$ cat config.mk
export PLATFORM = sky130hd
export DESIGN_NAME = kphm_mailbox
export DESIGN_NICKNAME = d
export VERILOG_FILES = /design/src/include/kphm_pkg.sv /design/src/rtl/kphm_mailbox.sv
export SDC_FILE = /design/constraint.sdc
export NUM_CORES = 1
export LEC_CHECK = 0
export BUFFER_PORTS_ARGS = -buffer_cell sky130_fd_sc_hd__buf_2
export CORE_UTILIZATION = 60
export CTS_BUF_LIST = sky130_fd_sc_hd__clkbuf_4 sky130_fd_sc_hd__clkbuf_8
export DETAILED_ROUTE_END_ITERATION = 6
export PLACE_DENSITY = 0.87
export SKIP_LAST_GASP = 1
export SLEW_MARGIN = 0
export SYNTH_ARGS = -nofsm -noshare
export SYNTH_HDL_FRONTEND = slang
export SYNTH_SLANG_ARGS = --single-unit
$ cat constraint.sdc
create_clock -name MCLK -period 4.4 [get_ports MCLK]
set_clock_uncertainty 0.05 [all_clocks]
set_input_delay 0.22 -clock MCLK [delete_from_list [all_inputs] [get_ports MCLK]]
set_output_delay 0.22 -clock MCLK [all_outputs]
set_load 0.01 [all_outputs]
$ cat src/include/kphm_pkg.sv
package kphm_pkg;

	// ==========================================================
	// Host I/O addresses
	localparam int          HOST_ADDR_W    = 10;
	localparam logic [9:0]  HOST_KBD_DATA  = 10'h060;
	localparam logic [9:0]  HOST_KBD_CMD   = 10'h064;
	localparam logic [9:0]  HOST_PM_DATA   = 10'h062;
	localparam logic [9:0]  HOST_PM_CMD    = 10'h066;
	localparam int          HOST_A2_BIT    = 2;

	// ==========================================================
	// Firmware register indexes
	localparam int          FW_IDX_W       = 4;
	localparam logic [3:0]  IDX_INTF_CTRL  = 4'h0;
	localparam logic [3:0]  IDX_IRQ_CTRL   = 4'h1;
	localparam logic [3:0]  IDX_KBD_STAT   = 4'h2;
	localparam logic [3:0]  IDX_KBD_OUT    = 4'h3;
	localparam logic [3:0]  IDX_MOUSE_OUT  = 4'h4;
	localparam logic [3:0]  IDX_KBD_IN     = 4'h5;
	localparam logic [3:0]  IDX_PM_STAT    = 4'h6;
	localparam logic [3:0]  IDX_PM_OUT     = 4'h7;
	localparam logic [3:0]  IDX_PM_IN      = 4'h8;

	// ==========================================================
	// Reset values and field masks
	localparam logic [7:0]  IRQ_CTRL_RST   = 8'h07;
	localparam logic [7:0]  INTF_CTRL_RST  = 8'h00;
	localparam logic [7:0]  STATUS_RST     = 8'h00;
	localparam logic [7:0]  INTF_CTRL_MASK = 8'h7F;
	localparam logic [7:0]  STATUS_FW_MASK = 8'hF4;

	// ==========================================================
	// Host interrupt lines and pulse forms
	localparam int          IRQ_LINES      = 3;
	localparam int          LINE_KBD       = 0;
	localparam int          LINE_MOUSE     = 1;
	localparam int          LINE_PM        = 2;
	localparam int          PULSE_CNT_W    = 5;
	localparam logic [2:0]  FORM_LEVEL     = 3'h0;
	localparam logic [2:0]  FORM_PULSE_MAX = 3'h5;

	// ==========================================================
	// Register layouts
	typedef struct packed {
		logic [3:0] flags;
		logic       a2;
		logic       f0;
		logic       in_buffer_full;
		logic       out_buffer_full;
	} kphm_status_t;

	typedef struct packed {
		logic       push_pull;
		logic       invert;
		logic [2:0] form;
		logic [2:0] direct;
	} kphm_irqc_t;

	typedef struct packed {
		logic       reserved;
		logic       pm_full_core_en;
		logic       pm_empty_core_en;
		logic       pm_host_en;
		logic       kbd_full_core_en;
		logic       kbd_empty_core_en;
		logic       mouse_host_en;
		logic       kbd_host_en;
	} kphm_ctrl_t;

endpackage : kphm_pkg

$ cat src/rtl/kphm_mailbox.sv
`timescale 1ns/1ps
// Behaviour
// - Interrupt control resets to 07h
// - Direct bits drive lines; reads return pins
// - Mode field: level or 1..16 cycle pulses
// - Level mode: idle low, high while full
// - Pulse mode: idle high, low pulse on write
// - Invert bit inverts hardware-generated lines only
// - Bit 7 selects push-pull, else open drain
// - Keyboard status resets zero, host reads 64h
// - Output full: fw write sets, 60h read clears
// - Input full: host write sets, fw read clears
// - Keyboard status bit 3 captures A2
// - Flag bits writable by firmware, host-readable
// - Mouse out write loads, flags, raises IRQ12
// - Keyboard out writes clear empty core interrupt
// - Keyboard in read returns byte, clears full
// - Power status resets zero, host reads 66h
// - Power full flags set and clear correctly
// - Power status bit 3 captures A2
// - Power out write loads, flags, raises IRQ11
// - Power in read returns byte, clears full
// - Host enable hands line to hardware
module kphm_mailbox
	import kphm_pkg::*;
(
	input  wire logic                   MCLK,
	input  wire logic                   RESETN,
	input  wire logic [HOST_ADDR_W-1:0] HOST_ADDR,
	input  wire logic                   HOST_IOR_N,
	input  wire logic                   HOST_IOW_N,
	input  wire logic [7:0]             HOST_DATA_IN,
	output logic      [7:0]             HOST_DATA_OUT,
	output logic                        HOST_DATA_OE,
	input  wire logic [IRQ_LINES-1:0]   IRQ_PIN_IN,
	output logic      [IRQ_LINES-1:0]   IRQ_PIN_OUT,
	output logic      [IRQ_LINES-1:0]   IRQ_PIN_OE,
	input  wire logic [FW_IDX_W-1:0]    FW_INDEX,
	input  wire logic                   FW_WR,
	input  wire logic                   FW_RD,
	input  wire logic [7:0]             FW_WDATA,
	output logic      [7:0]             FW_RDATA,
	output logic                        KBD_EMPTY_CORE_IRQ,
	output logic                        KBD_FULL_CORE_IRQ,
	output logic                        PM_EMPTY_CORE_IRQ,
	output logic                        PM_FULL_CORE_IRQ
);

	// ==========================================================
	// Host pin synchronisers
	logic [HOST_ADDR_W-1:0] addr_s1_q;
	logic [HOST_ADDR_W-1:0] addr_s2_q;
	logic [7:0]             data_s1_q;
	logic [7:0]             data_s2_q;
	logic                   ior_s1_q;
	logic                   ior_s2_q;
	logic                   ior_s3_q;
	logic                   iow_s1_q;
	logic                   iow_s2_q;
	logic                   iow_s3_q;
	logic [IRQ_LINES-1:0]   pin_s1_q;
	logic [IRQ_LINES-1:0]   pin_s2_q;

	always_ff @(posedge MCLK or negedge RESETN)
	begin
		if (!RESETN)
		begin
			addr_s1_q <= '0;
			addr_s2_q <= '0;
			data_s1_q <= 8'h00;
			data_s2_q <= 8'h00;
			ior_s1_q  <= 1'b1;
			ior_s2_q  <= 1'b1;
			ior_s3_q  <= 1'b1;
			iow_s1_q  <= 1'b1;
			iow_s2_q  <= 1'b1;
			iow_s3_q  <= 1'b1;
			pin_s1_q  <= '1;
			pin_s2_q  <= '1;
		end
		else
		begin
			addr_s1_q <= HOST_ADDR;
			addr_s2_q <= addr_s1_q;
			data_s1_q <= HOST_DATA_IN;
			data_s2_q <= data_s1_q;
			ior_s1_q  <= HOST_IOR_N;
			ior_s2_q  <= ior_s1_q;
			ior_s3_q  <= ior_s2_q;
			iow_s1_q  <= HOST_IOW_N;
			iow_s2_q  <= iow_s1_q;
			iow_s3_q  <= iow_s2_q;
			pin_s1_q  <= IRQ_PIN_IN;
			pin_s2_q  <= pin_s1_q;
		end
	end

	// ==========================================================
	// Host strobe decode
	logic rd_start;
	logic rd_end;
	logic wr_end;
	logic hit_kd;
	logic hit_kc;
	logic hit_pd;
	logic hit_pc;
	logic host_a2;

	assign rd_start = ior_s3_q & ~ior_s2_q;
	assign rd_end   = ~ior_s3_q & ior_s2_q;
	assign wr_end   = ~iow_s3_q & iow_s2_q;
	assign hit_kd   = (addr_s2_q == HOST_KBD_DATA);
	assign hit_kc   = (addr_s2_q == HOST_KBD_CMD);
	assign hit_pd   = (addr_s2_q == HOST_PM_DATA);
	assign hit_pc   = (addr_s2_q == HOST_PM_CMD);
	assign host_a2  = addr_s2_q[HOST_A2_BIT];

	// ==========================================================
	// Firmware access decode
	logic fw_wr_kout;
	logic fw_wr_mout;
	logic fw_wr_pout;
	logic fw_rd_kin;
	logic fw_rd_pin;

	assign fw_wr_kout = FW_WR & (FW_INDEX == IDX_KBD_OUT);
	assign fw_wr_mout = FW_WR & (FW_INDEX == IDX_MOUSE_OUT);
	assign fw_wr_pout = FW_WR & (FW_INDEX == IDX_PM_OUT);
	assign fw_rd_kin  = FW_RD & (FW_INDEX == IDX_KBD_IN);
	assign fw_rd_pin  = FW_RD & (FW_INDEX == IDX_PM_IN);

	// ==========================================================
	// Control registers
	kphm_ctrl_t ctrl_q;
	kphm_irqc_t irqc_q;

	always_ff @(posedge MCLK or negedge RESETN)
	begin
		if (!RESETN)
			ctrl_q <= kphm_ctrl_t'(INTF_CTRL_RST);
		else if (FW_WR && FW_INDEX == IDX_INTF_CTRL)
			ctrl_q <= kphm_ctrl_t'(FW_WDATA & INTF_CTRL_MASK);
	end

	always_ff @(posedge MCLK or negedge RESETN)
	begin
		if (!RESETN)
			irqc_q <= kphm_irqc_t'(IRQ_CTRL_RST);
		else if (FW_WR && FW_INDEX == IDX_IRQ_CTRL)
			irqc_q <= kphm_irqc_t'(FW_WDATA);
	end

	// ==========================================================
	// Keyboard channel
	kphm_status_t kst_q;
	logic [7:0]   kin_q;
	logic [7:0]   kout_q;
	logic         kout_mouse_q;

	always_ff @(posedge MCLK or negedge RESETN)
	begin
		if (!RESETN)
			kst_q <= kphm_status_t'(STATUS_RST);
		else
		begin
			if (FW_WR && FW_INDEX == IDX_KBD_STAT)
			begin
				kst_q.flags <= FW_WDATA[7:4];
				kst_q.f0    <= FW_WDATA[2];
			end
			if (fw_wr_kout || fw_wr_mout)
				kst_q.out_buffer_full <= 1'b1;
			else if (rd_end && hit_kd)
				kst_q.out_buffer_full <= 1'b0;
			if (wr_end && (hit_kd || hit_kc))
			begin
				kst_q.in_buffer_full <= 1'b1;
				kst_q.a2  <= host_a2;
			end
			else if (fw_rd_kin)
				kst_q.in_buffer_full <= 1'b0;
		end
	end

	always_ff @(posedge MCLK or negedge RESETN)
	begin
		if (!RESETN)
			kin_q <= 8'h00;
		else if (wr_end && (hit_kd || hit_kc))
			kin_q <= data_s2_q;
	end

	always_ff @(posedge MCLK or negedge RESETN)
	begin
		if (!RESETN)
		begin
			kout_q       <= 8'h00;
			kout_mouse_q <= 1'b0;
		end
		else if (fw_wr_kout || fw_wr_mout)
		begin
			kout_q       <= FW_WDATA;
			kout_mouse_q <= fw_wr_mout;
		end
	end

	// ==========================================================
	// Power management channel
	kphm_status_t pst_q;
	logic [7:0]   pin_q;
	logic [7:0]   pout_q;

	always_ff @(posedge MCLK or negedge RESETN)
	begin
		if (!RESETN)
			pst_q <= kphm_status_t'(STATUS_RST);
		else
		begin
			if (FW_WR && FW_INDEX == IDX_PM_STAT)
			begin
				pst_q.flags <= FW_WDATA[7:4];
				pst_q.f0    <= FW_WDATA[2];
			end
			if (fw_wr_pout)
				pst_q.out_buffer_full <= 1'b1;
			else if (rd_end && hit_pd)
				pst_q.out_buffer_full <= 1'b0;
			if (wr_end && (hit_pd || hit_pc))
			begin
				pst_q.in_buffer_full <= 1'b1;
				pst_q.a2  <= host_a2;
			end
			else if (fw_rd_pin)
				pst_q.in_buffer_full <= 1'b0;
		end
	end

	always_ff @(posedge MCLK or negedge RESETN)
	begin
		if (!RESETN)
			pin_q <= 8'h00;
		else if (wr_end && (hit_pd || hit_pc))
			pin_q <= data_s2_q;
	end

	always_ff @(posedge MCLK or negedge RESETN)
	begin
		if (!RESETN)
			pout_q <= 8'h00;
		else if (fw_wr_pout)
			pout_q <= FW_WDATA;
	end

	// ==========================================================
	// Host read data
	always_ff @(posedge MCLK or negedge RESETN)
	begin
		if (!RESETN)
		begin
			HOST_DATA_OUT <= 8'h00;
			HOST_DATA_OE  <= 1'b0;
		end
		else if (rd_start && (hit_kd || hit_kc || hit_pd || hit_pc))
		begin
			HOST_DATA_OE <= 1'b1;
			if (hit_kd)
				HOST_DATA_OUT <= kout_q;
			else if (hit_kc)
				HOST_DATA_OUT <= kst_q;
			else if (hit_pd)
				HOST_DATA_OUT <= pout_q;
			else
				HOST_DATA_OUT <= pst_q;
		end
		else if (ior_s2_q)
			HOST_DATA_OE <= 1'b0;
	end

	// ==========================================================
	// Firmware read data
	always_ff @(posedge MCLK or negedge RESETN)
	begin
		if (!RESETN)
			FW_RDATA <= 8'h00;
		else if (FW_RD)
		begin
			unique case (FW_INDEX)
				IDX_INTF_CTRL: FW_RDATA <= ctrl_q;
				IDX_IRQ_CTRL:  FW_RDATA <= {irqc_q[7:3], pin_s2_q};
				IDX_KBD_STAT:  FW_RDATA <= kst_q;
				IDX_KBD_IN:    FW_RDATA <= kin_q;
				IDX_PM_STAT:   FW_RDATA <= pst_q;
				IDX_PM_IN:     FW_RDATA <= pin_q;
				default:       FW_RDATA <= 8'h00;
			endcase
		end
	end

	// ==========================================================
	// Core interrupts
	always_ff @(posedge MCLK or negedge RESETN)
	begin
		if (!RESETN)
		begin
			KBD_EMPTY_CORE_IRQ <= 1'b0;
			KBD_FULL_CORE_IRQ  <= 1'b0;
			PM_EMPTY_CORE_IRQ  <= 1'b0;
			PM_FULL_CORE_IRQ   <= 1'b0;
		end
		else
		begin
			KBD_EMPTY_CORE_IRQ <= ctrl_q.kbd_empty_core_en & ~kst_q.out_buffer_full;
			KBD_FULL_CORE_IRQ  <= ctrl_q.kbd_full_core_en & kst_q.in_buffer_full;
			PM_EMPTY_CORE_IRQ  <= ctrl_q.pm_empty_core_en & ~pst_q.out_buffer_full;
			PM_FULL_CORE_IRQ   <= ctrl_q.pm_full_core_en & pst_q.in_buffer_full;
		end
	end

	// ==========================================================
	// Host interrupt lines
	logic [IRQ_LINES-1:0]   hw_en;
	logic [IRQ_LINES-1:0]   trig;
	logic [IRQ_LINES-1:0]   owned;
	logic [PULSE_CNT_W-1:0] width;
	logic                   pulse_mode;

	assign hw_en = {ctrl_q.pm_host_en, ctrl_q.mouse_host_en, ctrl_q.kbd_host_en};
	assign trig  = {fw_wr_pout, fw_wr_mout, fw_wr_kout};
	assign owned = {pst_q.out_buffer_full, kst_q.out_buffer_full & kout_mouse_q, kst_q.out_buffer_full & ~kout_mouse_q};

	always_comb
	begin
		pulse_mode = 1'b0;
		width      = '0;
		if (irqc_q.form != FORM_LEVEL && irqc_q.form <= FORM_PULSE_MAX)
		begin
			pulse_mode = 1'b1;
			width      = PULSE_CNT_W'(1) << (irqc_q.form - 3'h1);
		end
	end

	generate
		for (genvar i = 0; i < IRQ_LINES; i++)
		begin : g_line
			logic [PULSE_CNT_W-1:0] cnt_q;
			logic                   lvl;

			always_ff @(posedge MCLK or negedge RESETN)
			begin
				if (!RESETN)
					cnt_q <= '0;
				else if (trig[i] && hw_en[i] && pulse_mode)
					cnt_q <= width;
				else if (cnt_q != '0)
					cnt_q <= cnt_q - PULSE_CNT_W'(1);
			end

			always_comb
			begin
				if (!hw_en[i])
					lvl = irqc_q.direct[i];
				else if (pulse_mode)
					lvl = (cnt_q == '0) ^ irqc_q.invert;
				else if (irqc_q.form == FORM_LEVEL)
					lvl = owned[i] ^ irqc_q.invert;
				else
					lvl = irqc_q.invert;
			end

			always_ff @(posedge MCLK or negedge RESETN)
			begin
				if (!RESETN)
				begin
					IRQ_PIN_OUT[i] <= 1'b0;
					IRQ_PIN_OE[i]  <= 1'b0;
				end
				else
				begin
					IRQ_PIN_OUT[i] <= lvl & irqc_q.push_pull;
					IRQ_PIN_OE[i]  <= irqc_q.push_pull | ~lvl;
				end
			end
		end
	endgenerate

endmodule : kphm_mailbox

======== Yosys cells after proc, flatten, opt, wreduce, memory -nomap -nowiden ========
Index checks and enable logic that the tools add are counted.
cells by class
  shift-type cells ........................ 1
  add/sub/neg operators ................... 4
  equal/unequal tests ..................... 12
  bitwise gates (word level) .............. 35
  reduce and logical (&&, ||, !) cells .... 38
  multiplexer cells ....................... 31
  magnitude comparators ................... 1
operators with widths
  kind                                                                count
  8-bit case mux with 6 select lines                                  1
  10-bit by 7-bit == test with 1-bit output, second input constant    4
  5-bit two-way mux                                                   7
  8-bit two-way mux                                                   3
  1-bit two-way mux                                                   20
  1-bit bitwise AND                                                   17
  4-bit by 3-bit == test with 1-bit output, second input constant     4
  1-bit logical AND                                                   16
  2-bit nonzero test                                                  8
  5-bit zero test                                                     3
  5-bit nonzero test                                                  3
  5-bit by 1-bit subtractor with 5-bit output, second input constant  3
  1-bit NOT                                                           9
  4-bit by 2-bit == test with 1-bit output, second input constant     2
  1-bit bitwise XOR                                                   6
  1-bit logical OR                                                    5
  1-bit by 3-bit << shifter with 5-bit output, first input constant   1
  4-bit by 1-bit == test with 1-bit output, second input constant     1
  4-bit == test, second input constant                                1
  4-bit zero test                                                     1
  3-bit <= comparator, second input constant                          1
  3-bit zero test                                                     1
  1-bit bitwise OR                                                    3
  3-bit nonzero test                                                  1
  3-bit by 1-bit subtractor with 3-bit output, second input constant  1
storage, ports and cells
  output and inout port bits .............. 27
  word-level logic and storage cells ...... 176
  bits of input ports ..................... 39
  flip-flop bits (word level) ............. 154

======== Longest topological paths before layout ========
  depth in word-level cells ............... 8
  gate-level depth with buffers ........... 7
  gate-level depth less buffers ........... 6

======== Worst setup path after synthesis ========
No wires, ideal clock.
  path type ............................... flip-flop to flip-flop
  start point ............................. register g_line[0].cnt_q[0]
  end point ............................... register IRQ_PIN_OE[0]
  arrival ................................. 1.612 ns
  library setup time ...................... 0.094 ns
  data required time ...................... 4.256 ns
  slack ................................... 2.645 ns
  cell stages (with the launch flop) ...... 7
  clock period less this slack ............ 1.755 ns
  buffers on the path ..................... 0
  cells stage by stage .................... dfrtp_1 -> inv_1 -> ha_1 -> nor4b_4 -> nand3_1 -> mux2_4 -> a221oi_2
between the ends
  cells in the longest elaborated chain, start to end .. 6
ends and longest elaborated chain
  what                             RTL line             source
  from (decl)                      kphm_mailbox.sv:345  logic [PULSE_CNT_W-1:0] cnt_q;
  from (signal assigned)           kphm_mailbox.sv:353  cnt_q <= width;
  from (signal assigned)           kphm_mailbox.sv:355  cnt_q <= cnt_q - PULSE_CNT_W'(1);
  5-bit zero test                  kphm_mailbox.sv:363  lvl = (cnt_q == '0) ^ irqc_q.invert;
  1-bit bitwise XOR                kphm_mailbox.sv:363
  1-bit two-way mux                kphm_mailbox.sv:362  else if (pulse_mode)
  1-bit two-way mux                kphm_mailbox.sv:360  if (!hw_en[i])
  1-bit NOT                        kphm_mailbox.sv:380  IRQ_PIN_OE[i] <= irqc_q.push_pull | ~lvl;
  1-bit bitwise OR                 kphm_mailbox.sv:380
  to (signal, indexed assignment)  kphm_mailbox.sv:380
  to (decl)                        kphm_mailbox.sv:37   output logic [IRQ_LINES-1:0] IRQ_PIN_OE,
Every way passes these cells.
A chain may end at the register's enable or synchronous reset.

======== Worst setup path after layout ========
  start point ............................. register addr_s2_q[7]
  end point ............................... register kin_q[1]
between the ends
  cells in the longest elaborated chain, start to end .. 3
  elaborated cells on any way between the ends .. 4
  classes of those cells .................. 2 x eq/ne; 2 x reduce/logical
ends and longest elaborated chain
  what                                                                 RTL line                                  source
  from (decl)                                                          kphm_mailbox.sv:52                        logic [HOST_ADDR_W-1:0] addr_s2_q;
  from (signal assigned)                                               kphm_mailbox.sv:84                        addr_s2_q <= addr_s1_q;
  10-bit by 7-bit == test with 1-bit output, on equally long branches  kphm_mailbox.sv:112, kphm_mailbox.sv:113
  1-bit logical OR *                                                   kphm_mailbox.sv:189                       else if (wr_end && (hit_kd || hit_kc))
  1-bit logical AND *                                                  kphm_mailbox.sv:189
  to (signal assigned)                                                 kphm_mailbox.sv:190                       kin_q <= data_s2_q;
  to (decl)                                                            kphm_mailbox.sv:156                       logic [7:0] kin_q;
Every way passes the cells marked *; elsewhere a longest branch is shown, timed or not.

==> results by group <==
Cells and area
  • Share of layout cells above drive strength 1: 30.90%
  • Final Non-Filler Cells: 771
  • Fillers: 760
  • Synth-to-Final Area Change: 15.40%
  • Final nets: 660
  • Antenna Cells: 0
  • Finished Cell Area: 7727 um2

CTS
  • TritonCTS Buffers: 17
  • Clock Sinks: 154
  • Root Buffer Master: clkbuf_8
  • Reg clk slew, reported paths: 80 ps
  • H-tree Lvls: 4
  • Clk_lat worst skew: 440 ps
  • Post_cts resized: 0
  • CTS tree: built
  • Clock Path Buffers: 2

Synth
  • Number of flops mapped to enable cells by yosys: 0
  • Synth Instances: 539
  • Yosys warning total: 0
  • Synthesized Nets: 581
  • Synthesized area: 6696 um2
  • Post-synth ARST share: 100.0%
  • Synth cell types: 74
  • Part of the Yosys area used for sequential elements: 57.83%
  • Top FF cell, synth: dfrtp_1
  • Register bit total from synthesis: 154
  • Syn_area_per_cell: 12.42 um2

Status
  • Outcome: finished, final reports clean

STA
  • Min cycle time layout: 2235 ps
  • Final setup fails: 0
  • Period utilization: 50.80%
  • Setup_tns: 0 ps
  • RSZ-0062 raised after global routing: no
  • Max Freq: 447.4 MHz
  • Final Hold Fails: 0
  • Slew Limit Fails: 0
  • Max transition margin: 32.01%
  • Actual slew at the worst max-slew pin: 1020 ps
  • Worst setup margin: 2165 ps

GRT
  • Gr ovfl total: 0
  • First-pass GRT wire length: 23600 um
  • Largest net degree at the start of global routing: 119
  • Via count of the first global-routing pass: 4734
  • GR Util All Layers: 27.03%
  • Initial antenna violation count: 0

Floorplan
  • Die area: 11590 um2
  • I/O pin count: 66
  • Starting Density: 61.77%
  • Die W: 107.6 um
  • Die extent in y: 107.6 um
  • Core ar.: 10840 um2
  • Row Count: 38

Run
  • Max_cap viols: 0

Power and ir drop
  • Leak: 0.003471 uW
  • Worst VDD drop: 0.3144 mV
  • Total power: 3573 uW
  • Cell Pwr Density: 462.4 nW/um2

Critical path
  • CP max-delay cell: and2_1
  • Crit path DAT: 2500 ps
  • Critical path, cell by cell: nor4b_2, and2_1, and4bb_2, mux2_2
  • Cells on worst reg2reg path: 4
  • Critical path type: reg2reg
  • CP required: 4670 ps
  • Crit Path Max Fanout: 11
  • CP endpoint kind: flop
  • CP max stage delay: 480 ps
  • CP Launch Type: flop

Placed design
  • I/O Buffers: 65
  • DP Cell Count: 714
  • Routability cong.: 0.9186
  • Dpl ws: 2180 ps
  • DP Area: 7072 um2
  • HPWL Detailed: 9650 um

Worst hold path
  • Cells on Worst Hold Path: 2
  • Hold crit path type: in2reg

Detailed routing
  • DR DRC count: 0
  • Initial DRT Pass Iterations: 6
  • Total Routed Length: 14260 um
  • Via count: 4676
  • Routed vias/inst: 6.065
  • Routed wire per std cell: 18.49 um
  • Post-route antenna net violation count: 0
  • 1st-iter DRT viols: 503
cell usage in the layout, fill, tap and decap left out, types with 5 or more instances in the layout:
master,netlist,final
mux2i_1,11,11
buf_2,12,64
nor2_1,35,35
and3_1,7,7
a22o_1,5,5
o21ai_0,13,13
nand3b_1,6,6
a31oi_1,7,7
o211ai_1,5,5
inv_1,11,11
a21oi_1,18,18
nand2_1,25,25
o22ai_1,7,7
nand4b_1,7,7
xnor2_1,5,5
nor2b_1,9,9
nor3_1,8,8
clkbuf_8,0,21
dfstp_2,15,15
nand3_1,9,9
a22oi_1,8,8
mux2_2,64,64
dfrtp_1,139,139
dlygate4sd3_1,0,25
nor4b_2,5,5
cells by family after synthesis:
logic type | synth area share [%]
AO/OA/AOI/OAI | 11.49
XOR/XNOR | 0.7847
adder cells (fa/ha/maj) | 0.5606
buffers and inverters | 2.747
flip-flops | 57.83
multiplexers | 12.80
AND/OR/NAND/NOR | 13.79
layout make-up:
type                    instances  area, um2  area share [%]
well taps                     140      175.2           2.267
clock inverters                10      108.9           1.409
multi-input cells             342       2640           34.16
inverters                      12      45.04          0.5829
repair buffers                 91      589.3           7.626
clock buffers                  22      296.5           3.837
flip-flops and latches        154       3872           50.11
layer usage:
metal	vias to the layer above	GRT usage, %	wire length, um
li1	2149	-	-
met1	2355	35.51	6106
met2	154	45.01	7282
met3	18	5.266	628
met4	0	9.393	238
met5	-	0	0
path summary, 6_finish.rpt:
check                             startpoint            to  slack (ps)
worst max-delay path            addr_s2_q[7]      kin_q[1]        2160
worst min-delay path             FW_WDATA[1]     irqc_q[1]          30
worst max register to register  addr_s2_q[7]      kin_q[1]        2160
min in group asynchronous             RESETN  data_s1_q[3]         430
worst min register to register  data_s1_q[2]  data_s2_q[2]         300
max in group asynchronous             RESETN      ior_s1_q        2790
stage by stage:
step                      hold WS, ps  util (%)
after global placement          275.6     65.24
after CTS                       7.248     71.28
after detailed placement        276.1     65.24
after floorplan                -125.6         -
after global routing            20.04     71.28
final                           30.66     71.28
power by group:
group | internal [uW] | switching (uW)
Combinational | 342 | 342
Clock | 525 | 529
Sequential | 1620 | 210
Total | 2490 | 1080
state kept, by name (all words and copies together), names as in the netlist, 3 cells and up:
name / cells
pin_s1_q: 3
data_s1_q: 8
pst_q: 7
pin_s2_q: 3
kout_q: 8
pin_q: 8
irqc_q: 8
data_s2_q: 8
pout_q: 8
addr_s1_q: 10
kin_q: 8
FW_RDATA: 8
addr_s2_q: 10
ctrl_q: 7
IRQ_PIN_OUT: 3
HOST_DATA_OUT: 8
IRQ_PIN_OE: 3
g_line.cnt_q: 15
kst_q: 8
synth_stat cells, types with 4 or more instances:
cell	number	area share, %
nor4b_2	5	1.1
o22ai_1	7	0.65
o21ai_0	13	0.97
o2bb2ai_1	4	0.52
inv_1	11	0.62
a21oi_1	18	1.3
nor2b_1	9	0.84
mux2i_1	11	1.6
nand2b_1	4	0.37
dfrtp_1	139	52
clkbuf_1	16	0.90
mux2_2	64	11
buf_2	12	0.90
nor2_1	35	2.0
a22o_1	5	0.65
xnor2_1	5	0.65
a2bb2oi_1	4	0.52
o31ai_1	4	0.45
a31oi_1	7	0.65
nand3b_1	6	0.67
and3_1	7	0.65
o211ai_1	5	0.56
nand2_1	25	1.4
a22oi_1	8	0.90
and2_1	4	0.37
dfstp_2	15	5.9
or2_2	4	0.37
nand3_1	9	0.67
nand4b_1	7	0.92
nor3_1	8	0.60
critical path, delay by kind of cell (launching register included):
kind	cells	cell delay, ps
flip-flops	1	380
multiplexers	1	380
AND/OR/NAND/NOR	3	1300
repair_timing:
| item | CTS | global route |
|---|---|---|
| endpoints found under the hold margin | 131 | 0 |
| buffers inserted | 0 | 0 |
| hold buffers | 25 | 0 |
(Power assumes the default switching activity.)
